**config.mk**
```make
export PLATFORM = sky130hd
export DESIGN_NAME = pts_trim_select
export DESIGN_NICKNAME = d
export VERILOG_FILES = /design/src/pkg/pts_pkg.sv /design/src/design/pts_trim_select.sv
export VERILOG_INCLUDE_DIRS = /design/src /design/src/pkg
export SDC_FILE = /design/constraint.sdc
export NUM_CORES = 1
export LEC_CHECK = 0
export BUFFER_PORTS_ARGS = -buffer_cell sky130_fd_sc_hd__buf_2
export CAP_MARGIN = 10
export CORE_MARGIN = 10
export CORE_UTILIZATION = 50
export CTS_BUF_LIST = sky130_fd_sc_hd__clkbuf_8 sky130_fd_sc_hd__clkbuf_16
export DETAILED_ROUTE_END_ITERATION = 6
export GPL_ROUTABILITY_DRIVEN = 0
export PLACE_DENSITY = 0.85
export SLEW_MARGIN = 15
export SYNTH_ARGS = -nofsm -noshare
export SYNTH_HDL_FRONTEND = slang
export SYNTH_SLANG_ARGS = --single-unit
```
**constraint.sdc**
```tcl
create_clock -name pclk -period 8.51 [get_ports pclk]
set_input_delay 1.702 -clock pclk [delete_from_list [all_inputs] [get_ports pclk]]
set_output_delay 1.702 -clock pclk [all_outputs]
set_load 0.01 [all_outputs]
```
**src/pkg/pts_defines.svh**
```systemverilog
/*
 * Constants for the protection trim select block: register indices,
 * field positions, reset values, trim defaults and threshold arithmetic.
 * Assumes it is included by bare name and that the APB byte address of a
 * register is four times its index.
 */
`ifndef PTS_DEFINES_SVH
`define PTS_DEFINES_SVH

// Register indices; the byte address is the index shifted left by two.
`define PTS_IDX_KEY_ADDR 16'h001D
`define PTS_IDX_GAIN 16'h001E
`define PTS_IDX_VOLT_TEMP 16'h001F
`define PTS_IDX_GATE_CTRL 16'h0010
`define PTS_IDX_STATUS 16'h0011
`define PTS_IDX_ADC_CFG 16'h600A

// Field positions.
`define PTS_KEY_MSB 7
`define PTS_KEY_LSB 0
`define PTS_ADDR_MSB 14
`define PTS_ADDR_LSB 8
`define PTS_HI_BYTE_MSB 15
`define PTS_HI_BYTE_LSB 8
`define PTS_LO_BYTE_MSB 7
`define PTS_LO_BYTE_LSB 0
`define PTS_UV_MSB 12
`define PTS_UV_LSB 8
`define PTS_TGE_BIT 7
`define PTS_TWS_MSB 6
`define PTS_TWS_LSB 5
`define PTS_OV_MSB 4
`define PTS_OV_LSB 0
`define PTS_CE_BIT 3
`define PTS_DE_BIT 2

// Key code that enables the user trim set.
`define PTS_KEY_ENABLE 8'h76

// Default trim values used whenever the key does not match.
`define PTS_DEF_SLAVE_ADDR 7'h0B
`define PTS_DEF_TEMPCO 8'h00
`define PTS_DEF_UV_CODE 5'h17
`define PTS_DEF_TWS 2'h0
`define PTS_DEF_TGE 1'h0
`define PTS_DEF_OV_CODE 5'h0A

// Reset values of the stored words.
`define PTS_RST_WORD 16'h0000
`define PTS_RST_GATE_CTRL 2'h0

// Threshold arithmetic in 10 uV units, gain in 0.001 %, tempco in 0.1 ppm/C.
`define PTS_OV_BASE 19'h67C28
`define PTS_OV_STEP 19'h003D1
`define PTS_UV_BASE 19'h46CD0
`define PTS_UV_STEP 19'h0079E
`define PTS_CE_OFFSET 19'h02710
`define PTS_GAIN_STEP 16'sh00C3
`define PTS_TEMPCO_STEP 16'h0131

// Temperature window table entries in degrees Celsius.
`define PTS_T_M43 8'hD5
`define PTS_T_M23 8'hE9
`define PTS_T_M3 8'hFD
`define PTS_T_53 8'h35
`define PTS_T_58 8'h3A
`define PTS_T_63 8'h3F
`define PTS_T_68 8'h44
`define PTS_T_73 8'h49
`define PTS_T_88 8'h58

`endif

```
**src/pkg/pts_pkg.sv**
```systemverilog
/*
 * Types shared by the protection trim select block.
 * Assumes the constants of pts_defines.svh are compiled alongside.
 */
package pts_pkg;
    // One stored trim or configuration word.
    typedef logic [15:0] pts_word_t;
    // Signed temperature in whole degrees Celsius.
    typedef logic signed [7:0] pts_temp_t;
    // Threshold voltage in 10 uV units.
    typedef logic [18:0] pts_volt_t;
    // Four temperature limits of one window.
    typedef struct packed {
        pts_temp_t chg_low;
        pts_temp_t chg_high;
        pts_temp_t dis_low;
        pts_temp_t dis_high;
    } pts_window_s;
endpackage

```
**src/design/pts_trim_select.sv**
```systemverilog
/*
 * Protection trim select: an APB slave holding three user trim words, the
 * ADC configuration word and a gate control word, the resolver that picks
 * the user or default trim set, and the gate drive for the charge and
 * discharge FETs.
 * Assumes the fault comparators and the pump reservoir monitor are
 * asynchronous to pclk, and the cell temperature comes from pclk logic.
 */
// Contract
// - Current and short-circuit limits come from ADC word.
// - Voltage and temperature limits come from trim.
// - Block discharge: discharge gate tied to ground.
// - Block charge: charge gate tied to supply.
// - Permit: gate pulled up to pump reservoir.
// - Three trim words are software rewritable.
// - Key 76h selects user trim, else defaults.
// - User or default trim switches as one set.
// - Slave address from bits 14:8 when keyed.
// - Upper byte is signed current gain trim.
// - Lower byte scales tempco, default zero.
// - Undervoltage code bits 12:8, default 17h.
// - Bit 7 gates temperature protection.
// - Bits 6:5 select the temperature window.
// - Overvoltage code bits 4:0, recovery 0.1V below.
`timescale 1ns/1ps
`include "pts_defines.svh"

module pts_trim_select #(
    parameter logic [7:0] FACTORY_GAIN_TRIM = 8'h00
) (
    input wire logic pclk,
    input wire logic presetn,
    input wire logic psel,
    input wire logic penable,
    input wire logic pwrite,
    input wire logic [17:0] paddr,
    input wire logic [31:0] pwdata,
    output logic pready,
    output logic [31:0] prdata,
    output logic pslverr,
    input wire logic trip_overvoltage,
    input wire logic trip_undervoltage,
    input wire logic trip_charge_overcurrent,
    input wire logic trip_discharge_overcurrent,
    input wire logic trip_short_circuit,
    input wire logic pump_reservoir_node,
    input wire pts_pkg::pts_temp_t cell_temp,
    output logic charge_gate_out,
    output logic discharge_gate_out,
    output logic user_trim_active,
    output logic [6:0] slave_address,
    output logic [7:0] current_gain_trim,
    output logic signed [15:0] gain_adjust_milli,
    output logic [7:0] shunt_tempco_trim,
    output logic [15:0] tempco_deci_ppm,
    output logic [4:0] low_cell_threshold_code,
    output logic [4:0] high_cell_threshold_code,
    output logic temp_guard_enable,
    output logic [1:0] temp_window_select,
    output pts_pkg::pts_volt_t uv_threshold,
    output pts_pkg::pts_volt_t ov_threshold,
    output pts_pkg::pts_volt_t ce_threshold,
    output pts_pkg::pts_word_t adc_config_word
);
    import pts_pkg::*;

    // Stored words written by software.
    pts_word_t key_addr_word;
    pts_word_t gain_word;
    pts_word_t volt_temp_word;
    logic [1:0] gate_ctrl;
    // Synchroniser stages for the six asynchronous inputs.
    logic [5:0] sync_a;
    logic [5:0] sync_b;

    // Byte addresses are four times the register index.
    wire [17:0] addr_key = {`PTS_IDX_KEY_ADDR, 2'b00};
    wire [17:0] addr_gain = {`PTS_IDX_GAIN, 2'b00};
    wire [17:0] addr_vt = {`PTS_IDX_VOLT_TEMP, 2'b00};
    wire [17:0] addr_gate = {`PTS_IDX_GATE_CTRL, 2'b00};
    wire [17:0] addr_stat = {`PTS_IDX_STATUS, 2'b00};
    wire [17:0] addr_adc = {`PTS_IDX_ADC_CFG, 2'b00};

    // Address decode.
    wire hit_key = (paddr == addr_key);
    wire hit_gain = (paddr == addr_gain);
    wire hit_vt = (paddr == addr_vt);
    wire hit_gate = (paddr == addr_gate);
    wire hit_stat = (paddr == addr_stat);
    wire hit_adc = (paddr == addr_adc);
    wire hit_any = hit_key | hit_gain | hit_vt | hit_gate | hit_stat | hit_adc;

    // Setup phase loads read data; access phase commits a write.
    wire setup_phase = psel & ~penable;
    wire write_commit = psel & penable & pwrite & hit_any;

    // The slave never inserts wait states.
    assign pready = 1'b1;
    // Unmapped addresses are answered with an error in the access phase.
    assign pslverr = psel & penable & ~hit_any;

    // Synchronised copies of the asynchronous inputs.
    wire ov_trip = sync_b[0];
    wire uv_trip = sync_b[1];
    wire coc_trip = sync_b[2];
    wire doc_trip = sync_b[3];
    wire sc_trip = sync_b[4];
    wire pump_ready = sync_b[5];

    // Key comparison decides the whole trim set at once.
    wire key_ok = (key_addr_word[`PTS_KEY_MSB:`PTS_KEY_LSB] == `PTS_KEY_ENABLE);

    // Next effective fields; one select steers every field together.
    wire [6:0] next_slave = key_ok ? key_addr_word[`PTS_ADDR_MSB:`PTS_ADDR_LSB]
                                   : `PTS_DEF_SLAVE_ADDR;
    wire [7:0] next_gain = key_ok ? gain_word[`PTS_HI_BYTE_MSB:`PTS_HI_BYTE_LSB]
                                  : FACTORY_GAIN_TRIM;
    wire [7:0] next_tempco = key_ok ? gain_word[`PTS_LO_BYTE_MSB:`PTS_LO_BYTE_LSB]
                                    : `PTS_DEF_TEMPCO;
    wire [4:0] next_uv = key_ok ? volt_temp_word[`PTS_UV_MSB:`PTS_UV_LSB]
                                : `PTS_DEF_UV_CODE;
    wire next_tge = key_ok ? volt_temp_word[`PTS_TGE_BIT] : `PTS_DEF_TGE;
    wire [1:0] next_tws = key_ok ? volt_temp_word[`PTS_TWS_MSB:`PTS_TWS_LSB]
                                 : `PTS_DEF_TWS;
    wire [4:0] next_ov = key_ok ? volt_temp_word[`PTS_OV_MSB:`PTS_OV_LSB]
                                : `PTS_DEF_OV_CODE;

    // Threshold arithmetic from the next codes, all in 10 uV units.
    wire [18:0] next_uv_v = 19'(`PTS_UV_BASE - 19'(next_uv) * `PTS_UV_STEP);
    wire [18:0] next_ov_v = 19'(`PTS_OV_BASE + 19'(next_ov) * `PTS_OV_STEP);
    wire [18:0] next_ce_v = 19'(next_ov_v - `PTS_CE_OFFSET);

    // Gain correction in 0.001 % steps, signed.
    wire signed [15:0] gain_ext = {{8{next_gain[7]}}, next_gain};
    wire signed [15:0] next_gain_milli = 16'(gain_ext * `PTS_GAIN_STEP);
    // Shunt tempco compensation in 0.1 ppm/C steps.
    wire [15:0] next_tempco_dp = 16'(16'(next_tempco) * `PTS_TEMPCO_STEP);

    // Temperature window lookup for the active select code.
    pts_window_s window;
    assign window = (temp_window_select == 2'h0) ?
                        {`PTS_T_M3, `PTS_T_53, `PTS_T_M23, `PTS_T_63} :
                    (temp_window_select == 2'h1) ?
                        {`PTS_T_M3, `PTS_T_58, `PTS_T_M23, `PTS_T_68} :
                    (temp_window_select == 2'h2) ?
                        {`PTS_T_M23, `PTS_T_73, `PTS_T_M23, `PTS_T_73} :
                        {`PTS_T_M43, `PTS_T_88, `PTS_T_M43, `PTS_T_88};

    // A limit only blocks when the guard is on; it is at or below low, or above high.
    wire chg_temp_block = temp_guard_enable &
        ((cell_temp <= window.chg_low) | (cell_temp > window.chg_high));
    wire dis_temp_block = temp_guard_enable &
        ((cell_temp <= window.dis_low) | (cell_temp > window.dis_high));

    // Charge is allowed only with no charge-side fault and a charged reservoir.
    wire next_chg = gate_ctrl[1] & pump_ready & ~ov_trip & ~uv_trip & ~coc_trip
                    & ~chg_temp_block;
    // Discharge is allowed only with no discharge-side fault and a charged reservoir.
    wire next_dis = gate_ctrl[0] & pump_ready & ~uv_trip & ~coc_trip & ~doc_trip
                    & ~sc_trip & ~dis_temp_block;

    // Read multiplexer; gate control reads back at bits 3:2 and upper bits read zero.
    wire [15:0] status_word = {user_trim_active, slave_address, 6'h00,
                               charge_gate_out, discharge_gate_out};
    wire [15:0] next_rd = hit_key ? key_addr_word :
                          hit_gain ? gain_word :
                          hit_vt ? volt_temp_word :
                          hit_gate ? {12'h000, gate_ctrl, 2'h0} :
                          hit_stat ? status_word :
                          hit_adc ? adc_config_word : 16'h0000;

    // Two-flop synchroniser; the first stage feeds only the second.
    always_ff @(posedge pclk or negedge presetn) begin
        if (!presetn) begin
            sync_a <= 6'h00;
            sync_b <= 6'h00;
        end else begin
            sync_a <= {pump_reservoir_node, trip_short_circuit, trip_discharge_overcurrent,
                       trip_charge_overcurrent, trip_undervoltage, trip_overvoltage};
            sync_b <= sync_a;
        end
    end

    // Stored trim words; software may rewrite them at any time.
    always_ff @(posedge pclk or negedge presetn) begin
        if (!presetn) begin
            key_addr_word <= `PTS_RST_WORD;
            gain_word <= `PTS_RST_WORD;
            volt_temp_word <= `PTS_RST_WORD;
        end else if (write_commit) begin
            if (hit_key) begin
                key_addr_word <= pwdata[15:0];
            end
            if (hit_gain) begin
                gain_word <= pwdata[15:0];
            end
            if (hit_vt) begin
                volt_temp_word <= pwdata[15:0];
            end
        end
    end

    // ADC configuration word holding the current and short-circuit limits.
    always_ff @(posedge pclk or negedge presetn) begin
        if (!presetn) begin
            adc_config_word <= `PTS_RST_WORD;
        end else if (write_commit && hit_adc) begin
            adc_config_word <= pwdata[15:0];
        end
    end

    // Gate control: bit 1 charge enable, bit 0 discharge enable.
    always_ff @(posedge pclk or negedge presetn) begin
        if (!presetn) begin
            gate_ctrl <= `PTS_RST_GATE_CTRL;
        end else if (write_commit && hit_gate) begin
            gate_ctrl <= {pwdata[`PTS_CE_BIT], pwdata[`PTS_DE_BIT]};
        end
    end

    // Read data is captured in the setup phase and held through the access.
    always_ff @(posedge pclk or negedge presetn) begin
        if (!presetn) begin
            prdata <= 32'h0000_0000;
        end else if (setup_phase) begin
            prdata <= {16'h0000, next_rd};
        end
    end

    // Effective trim set, refreshed every cycle from the stored words.
    always_ff @(posedge pclk or negedge presetn) begin
        if (!presetn) begin
            user_trim_active <= 1'b0;
            slave_address <= `PTS_DEF_SLAVE_ADDR;
            current_gain_trim <= FACTORY_GAIN_TRIM;
            shunt_tempco_trim <= `PTS_DEF_TEMPCO;
            low_cell_threshold_code <= `PTS_DEF_UV_CODE;
            temp_guard_enable <= `PTS_DEF_TGE;
            temp_window_select <= `PTS_DEF_TWS;
            high_cell_threshold_code <= `PTS_DEF_OV_CODE;
        end else begin
            user_trim_active <= key_ok;
            slave_address <= next_slave;
            current_gain_trim <= next_gain;
            shunt_tempco_trim <= next_tempco;
            low_cell_threshold_code <= next_uv;
            temp_guard_enable <= next_tge;
            temp_window_select <= next_tws;
            high_cell_threshold_code <= next_ov;
        end
    end

    // Derived thresholds and scale factors, registered with the fields.
    always_ff @(posedge pclk or negedge presetn) begin
        if (!presetn) begin
            uv_threshold <= 19'h00000;
            ov_threshold <= 19'h00000;
            ce_threshold <= 19'h00000;
            gain_adjust_milli <= 16'sh0000;
            tempco_deci_ppm <= 16'h0000;
        end else begin
            uv_threshold <= next_uv_v;
            ov_threshold <= next_ov_v;
            ce_threshold <= next_ce_v;
            gain_adjust_milli <= next_gain_milli;
            tempco_deci_ppm <= next_tempco_dp;
        end
    end

    // Gate drive: high pulls the gate to the reservoir, low ties it to its rail.
    always_ff @(posedge pclk or negedge presetn) begin
        if (!presetn) begin
            charge_gate_out <= 1'b0;
            discharge_gate_out <= 1'b0;
        end else begin
            charge_gate_out <= next_chg;
            discharge_gate_out <= next_dis;
        end
    end
endmodule

```
=== Yosys cells after proc, flatten, opt, wreduce, memory -nomap -nowiden ===
Index checks and enable logic that the tools add are counted.

* Flip-flop bits (word level): 222
* Input port bits: 69
* Output and inout bits: 178

* $add $sub $neg: 3
* Multiply operators: 4
* Magnitude comparators: 4
* Equal/unequal tests: 9
* Muxes and demuxes: 16
* Bitwise operators: 34
* Reduce and logical (&&, ||, !) cells: 6

{| class="wikitable"
|+ Operators with widths
! kind !! count
|-
| 16-bit 2-to-1 mux || 6
|-
| 18-bit by 7-bit equality test with 1-bit output (second input constant) || 5
|-
| 30-bit 2-to-1 mux || 3
|-
| 8-bit by 9-bit multiplier with 16-bit output (second input constant) || 2
|-
| 5-bit by 10-bit multiplier with 15-bit output (second input constant) || 2
|-
| 18-bit by 16-bit adder with 19-bit output (first input constant) || 1
|-
| 19-bit by 14-bit subtractor with 19-bit output (second input constant) || 1
|-
| 19-bit by 16-bit subtractor with 19-bit output (first input constant) || 1
|-
| 1-bit bitwise AND || 18
|-
| 18-bit by 17-bit equality test with 1-bit output (second input constant) || 1
|-
| 8-bit greater-than comparator || 2
|-
| 8-bit 2-to-1 mux || 2
|-
| 5-bit 2-to-1 mux || 2
|-
| 1-bit NOT || 9
|-
| 8-bit by 7-bit equality test with 1-bit output (second input constant) || 1
|-
| 8-bit by 7-bit less-or-equal comparator with 1-bit output || 1
|-
| 8-bit less-or-equal comparator || 1
|-
| 7-bit 2-to-1 mux || 1
|-
| 1-bit bitwise OR || 7
|-
| 2-bit AND reduction || 3
|-
| 2-bit by 1-bit equality test with 1-bit output (second input constant) || 1
|-
| 2-bit equality test (second input constant) || 1
|-
| 1-bit logical AND || 2
|-
| 2-bit logical NOT || 1
|-
| 2 further kinds || 2
|}

=== Longest topological paths before layout ===
* Depth after elaboration: 9
* Depth in mapped cells: 23
* Mapped depth without buffers: 21

=== Worst setup path before layout ===
No wires, ideal clock.

* Kind: register to register
* Start point: reg key_addr_word[3]
* End point: reg uv_threshold[17]
* Arrival: 5.254 ns
* Data required time: 8.383 ns
* Path slack: 3.128 ns
* Cell stages (with the launch flop): 22
* Path buffers: 3
* Clock period less this slack: 5.382 ns
* Cell sequence: dfrtp_1 -> nand4bb_1 -> or2_2 -> inv_1 -> clkbuf_1 -> clkbuf_1 -> nand2_1 -> fa_1 -> inv_1 -> fa_1 -> inv_1 -> ha_1 -> ha_1 -> clkbuf_1 -> nand2_1 -> o21ai_0 -> a21oi_1 -> xor2_1 -> o221ai_1 -> a31oi_1 -> nor3b_1 -> or2_2

* Cells in the longest elaborated chain, start to end: 4

{| class="wikitable"
|+ Ends and longest elaborated chain
! element !! line !! text
|-
| from (decl) || pts_trim_select.sv:68 || <nowiki>pts_word_t key_addr_word;</nowiki>
|-
| from (signal assigned) || pts_trim_select.sv:187 || <nowiki>key_addr_word <= `PTS_RST_WORD;</nowiki>
|-
| from (signal assigned) || pts_trim_select.sv:192 || <nowiki>key_addr_word <= pwdata[15:0];</nowiki>
|-
| 8-bit by 7-bit equality test with 1-bit output (no line) || - ||
|-
| named net key_ok || pts_trim_select.sv:111 || <nowiki>wire key_ok = (key_addr_word[`PTS_KEY_MSB:`PTS_KEY_LSB] == `PTS_KEY_ENABLE);</nowiki>
|-
| 5-bit 2-to-1 mux (no line) || - ||
|-
| 5-bit by 10-bit multiplier with 15-bit output (no line) || - ||
|-
| 19-bit by 16-bit subtractor with 19-bit output (no line) || - ||
|-
| named net next_uv_v[17] || pts_trim_select.sv:129 || <nowiki>wire [18:0] next_uv_v = 19'(`PTS_UV_BASE - 19'(next_uv) * `PTS_UV_STEP);</nowiki>
|-
| to (signal assigned) || pts_trim_select.sv:262 || <nowiki>uv_threshold <= next_uv_v;</nowiki>
|-
| to (decl) || pts_trim_select.sv:60 || <nowiki>output pts_pkg::pts_volt_t uv_threshold,</nowiki>
|}

The timed path passes the listed nets, and every way through them passes these cells.
A chain may end at the register's enable or synchronous reset.

=== Worst setup path in the final report ===
* Start point: reg key_addr_word[3]
* End point: reg ce_threshold[14]

* Cells in the longest elaborated chain, start to end: 5

{| class="wikitable"
|+ Ends and longest elaborated chain
! element !! line !! text
|-
| 8-bit by 7-bit equality test with 1-bit output (no line) || - ||
|-
| 5-bit 2-to-1 mux (no line) || - ||
|-
| named net next_ov[4] || pts_trim_select.sv:125 || <nowiki>wire [4:0] next_ov = key_ok ? volt_temp_word[`PTS_OV_MSB:`PTS_OV_LSB]</nowiki>
|-
| 5-bit by 10-bit multiplier with 15-bit output (no line) || - ||
|-
| 18-bit by 16-bit adder with 19-bit output (no line) || - ||
|-
| named net next_ov_v[13] || pts_trim_select.sv:130 || <nowiki>wire [18:0] next_ov_v = 19'(`PTS_OV_BASE + 19'(next_ov) * `PTS_OV_STEP);</nowiki>
|-
| 19-bit by 14-bit subtractor with 19-bit output (no line) || - ||
|-
| named net next_ce_v[14] || pts_trim_select.sv:131 || <nowiki>wire [18:0] next_ce_v = 19'(next_ov_v - `PTS_CE_OFFSET);</nowiki>
|-
| to (signal assigned) || pts_trim_select.sv:264 || <nowiki>ce_threshold <= next_ce_v;</nowiki>
|-
| to (decl) || pts_trim_select.sv:62 || <nowiki>output pts_pkg::pts_volt_t ce_threshold,</nowiki>
|}

The timed path passes the listed nets, and every way through them passes these cells.

==> impl_metrics.json <==
{
  "synth_cell_types": 69,
  "cpMaxStageDelayCell": "or2_2",
  "final_cells": 1602,
  "drive_gt1_frac": 0.277,
  "cts.path.max_buffers": 3,
  "finalMaxSlewViolations": 0,
  "holdCritPathClass": "reg2reg",
  "slowest_delay_ns": 0.50,
  "grt_max_degree": 81,
  "core_um2": 23500,
  "ys_seq_elements": 207,
  "placed_cells": 1557,
  "rsz0062_at_grt": "false",
  "design_area_um2": 14000,
  "fmax_ghz": 0.163,
  "crit_buf_inv": 4,
  "clockRootBuffer": "clkbuf_16",
  "synthFlopType": "dfrtp_1",
  "cts_resized": 0,
  "rows": 56,
  "seqCellArea_um2": 5190,
  "grt_overflow": 0,
  "hold_viol_final": 0,
  "drt_pre_antenna_iters": 7,
  "htree_levels": 1,
  "syn_inst": 1054,
  "wire_per_inst_um": 18.1,
  "via_count": 8303,
  "fin_crit_sh": 0.720,
  "drcViolationCount": 0,
  "cts-buffers-inserted": 23,
  "crit_chain": "nand4bb_1 -> or2_2 -> inv_1 -> buf_4 -> and2_1 -> ha_1 -> ha_1 -> inv_1 -> fa_1 -> inv_1 -> ha_1 -> ha_1 -> or2_2 -> a211o_1 -> nand3_1 -> or3b_2 -> xnor2_2 -> o31ai_1 -> xor2_1",
  "peakVddDrop_mv": 0.143,
  "crit_type": "reg2reg",
  "start_util": 0.508,
  "fin_skew_ns": 0.0127,
  "fp.dieH_um": 174,
  "via_per_inst": 5.18,
  "cts_tree": "yes",
  "cap_violations": 0,
  "period_needed_ns": 6.12,
  "antenna_found_initial": 5,
  "synth_top_area_frac": 0.415,
  "die_w_um": 174,
  "cp.arrival_ns": 6.50,
  "slew_headroom": 0.231,
  "synth_edf_count": 0,
  "worst_slew_pin_slew_ns": 1.15,
  "critPathLaunchType": "flop",
  "place_area_um2": 13200,
  "yosysSeqAreaShare": 0.435,
  "p_leak_uw": 0.00770,
  "ios": 247,
  "grt_pass1_wl_um": 46700,
  "dp_hpwl_um": 22100,
  "cpLargestDelayFamily": "simple AND/OR/NAND/NOR gates",
  "nFillCells": 1947,
  "hold_buffers": 0,
  "setup_viol": 0,
  "total_power_uw": 2100,
  "drtIter0Drc": 509,
  "critPathRequiredTime_ns": 8.88,
  "crit_top_cell": "ha_1",
  "final_net_count": 1503,
  "path_clk_slew_ns": 0.06,
  "grt_usage": 0.187,
  "clock_latency_ns": 0.51,
  "die_area_um2": 30400,
  "synth_area_um2": 11900,
  "yosysWarnings": 0,
  "ys_async_sr_fraction": 1.00,
  "tns_ns": 0,
  "p_per_area_nw_per_um2": 150,
  "wl_um": 28900,
  "synth.area.top_cells": "dfrtp_1 (42%), ha_1 (15%), mux2_2 (5.3%)",
  "area_growth_pct": 17.3,
  "endpoint_kind": "flop",
  "ys_top_cells_by_count": "dfrtp_1 (198), ha_1 (145), inv_1 (107)",
  "post-cts-setup-buffers": 0,
  "port-buffer-count": 211,
  "yosysTopAreaCell": "dfrtp_1",
  "syn_area_per_cell_um2": 11.3,
  "cts.sinks": 207,
  "grt_pass1_vias": 8818,
  "crit_fanout": 21,
  "ant_nets": 0,
  "multiInputGateArea_um2": 6090,
  "post-synth-top-count-cell": "dfrtp_1",
  "status": "finished, final reports clean"
}
==> where the power goes <==
part	switching, µW	leakage, µW	total (µW)	internal (µW)
clock network	390	0.000398	1020	626
registers	4.65	0.00267	1000	995
logic	59.5	0.00463	86.2	26.7
==> layout by cell type (no fill, tap or decap), types with 4 or more instances in the layout <==
cell,instances
clkbuf_16,23
nand2b_1,7
o21ai_0,35
nand4_1,7
dfstp_2,9
dfrtp_1,198
buf_2,210
a222oi_1,12
nand3_1,9
xor2_1,25
nor3b_1,6
nor2_1,52
mux2_4,10
ha_1,145
o21a_1,11
clkbuf_8,6
clkinv_2,4
a31oi_1,9
fa_1,26
nand2_1,39
o211ai_1,4
nor3_1,10
or3_1,9
o21bai_1,4
xnor2_1,40
and2_1,22
and3_1,5
a21oi_1,58
or2_2,9
nor2b_1,5
and4_1,4
inv_1,110
buf_4,7
mux2_2,56
nor4_4,4
diode_2,4
conb_1,22
a21o_1,14
==> path summary, 6_finish.rpt <==
path                                  start                 to  slack (ns)  cells after the start
min in group asynchronous           presetn   ce_threshold[15]        1.14                      1
max in group asynchronous           presetn  volt_temp_word[5]        6.04                      2
max reg2reg                key_addr_word[3]   ce_threshold[14]        2.39                     19
min                               sync_a[0]          sync_b[0]        0.35                      0
max                        key_addr_word[3]   ce_threshold[14]        2.39                     19
min reg2reg                       sync_a[0]          sync_b[0]        0.35                      0
==> metrics by stage <==
| stage | hold slack (ns) | setup slack (ns) | util |
|---|---|---|---|
| final | 0.347 | 2.39 | 0.596 |
| after CTS | 0.345 | 2.34 | 0.596 |
| after global placement | 0.334 | 2.53 | 0.562 |
| after detailed placement | 0.335 | 2.36 | 0.562 |
| after floorplan | 0.331 | 3.13 | - |
| after global routing | 0.358 | 1.96 | 0.596 |
==> cell families (layout without fill, tap and decap cells) <==
family          after synthesis  in the layout  synth area share
buf+inv                     161            366            0.0619
flops                       207            207             0.435
compound gates              176            176            0.0966
mux                          68             68            0.0671
simple gates                203            203            0.0940
other cells                   2             26          0.000629
xor+xnor                     66             66            0.0491
fa+ha+maj                   171            171             0.196
==> flip-flops by register name, indices dropped and copies added (netlist names), 2 cells and up <==
name and flops:
low_cell_threshold_code 5, current_gain_trim 7, uv_threshold 18, high_cell_threshold_code 3, gain_adjust_milli 16, shunt_tempco_trim 4, volt_temp_word 16, adc_config_word 16
prdata 16, ce_threshold 18, slave_address 7, key_addr_word 16, temp_window_select 2, sync_b 6, gain_word 16, ov_threshold 13
sync_a 6, tempco_deci_ppm 16, gate_ctrl 2
==> final cells by class <==
cell class | instances | share of cell area
multi-input cells | 706 | 0.435
flip-flops and latches | 207 | 0.371
repair buffers | 218 | 0.0798
clock buffers | 28 | 0.0460
inverters | 107 | 0.0287
well taps | 319 | 0.0285
clock inverters | 13 | 0.0104
diodes | 4 | 0.000715
==> worst reg2reg max path, cell delays in order (launching register included) <==
cell       delay [ns]
dfrtp_1          0.39
nand4bb_1        0.49
or2_2            0.50
inv_1            0.32
buf_4            0.33
and2_1           0.30
ha_1             0.30
ha_1             0.31
inv_1            0.06
fa_1             0.50
inv_1            0.04
ha_1             0.30
ha_1             0.36
or2_2            0.32
a211o_1          0.30
nand3_1          0.13
or3b_2           0.50
xnor2_2          0.24
o31ai_1          0.14
xor2_1           0.16
==> routing by layer <==
layer  up-vias  wire (µm)  global-route usage
met4         4        463              0.0449
li1       4019          -                   -
met5         -         15                   0
met3        36       2500              0.0618
met2       231      14400               0.324
met1      4013      11600               0.220
Power figures use the tool's default switching activity.
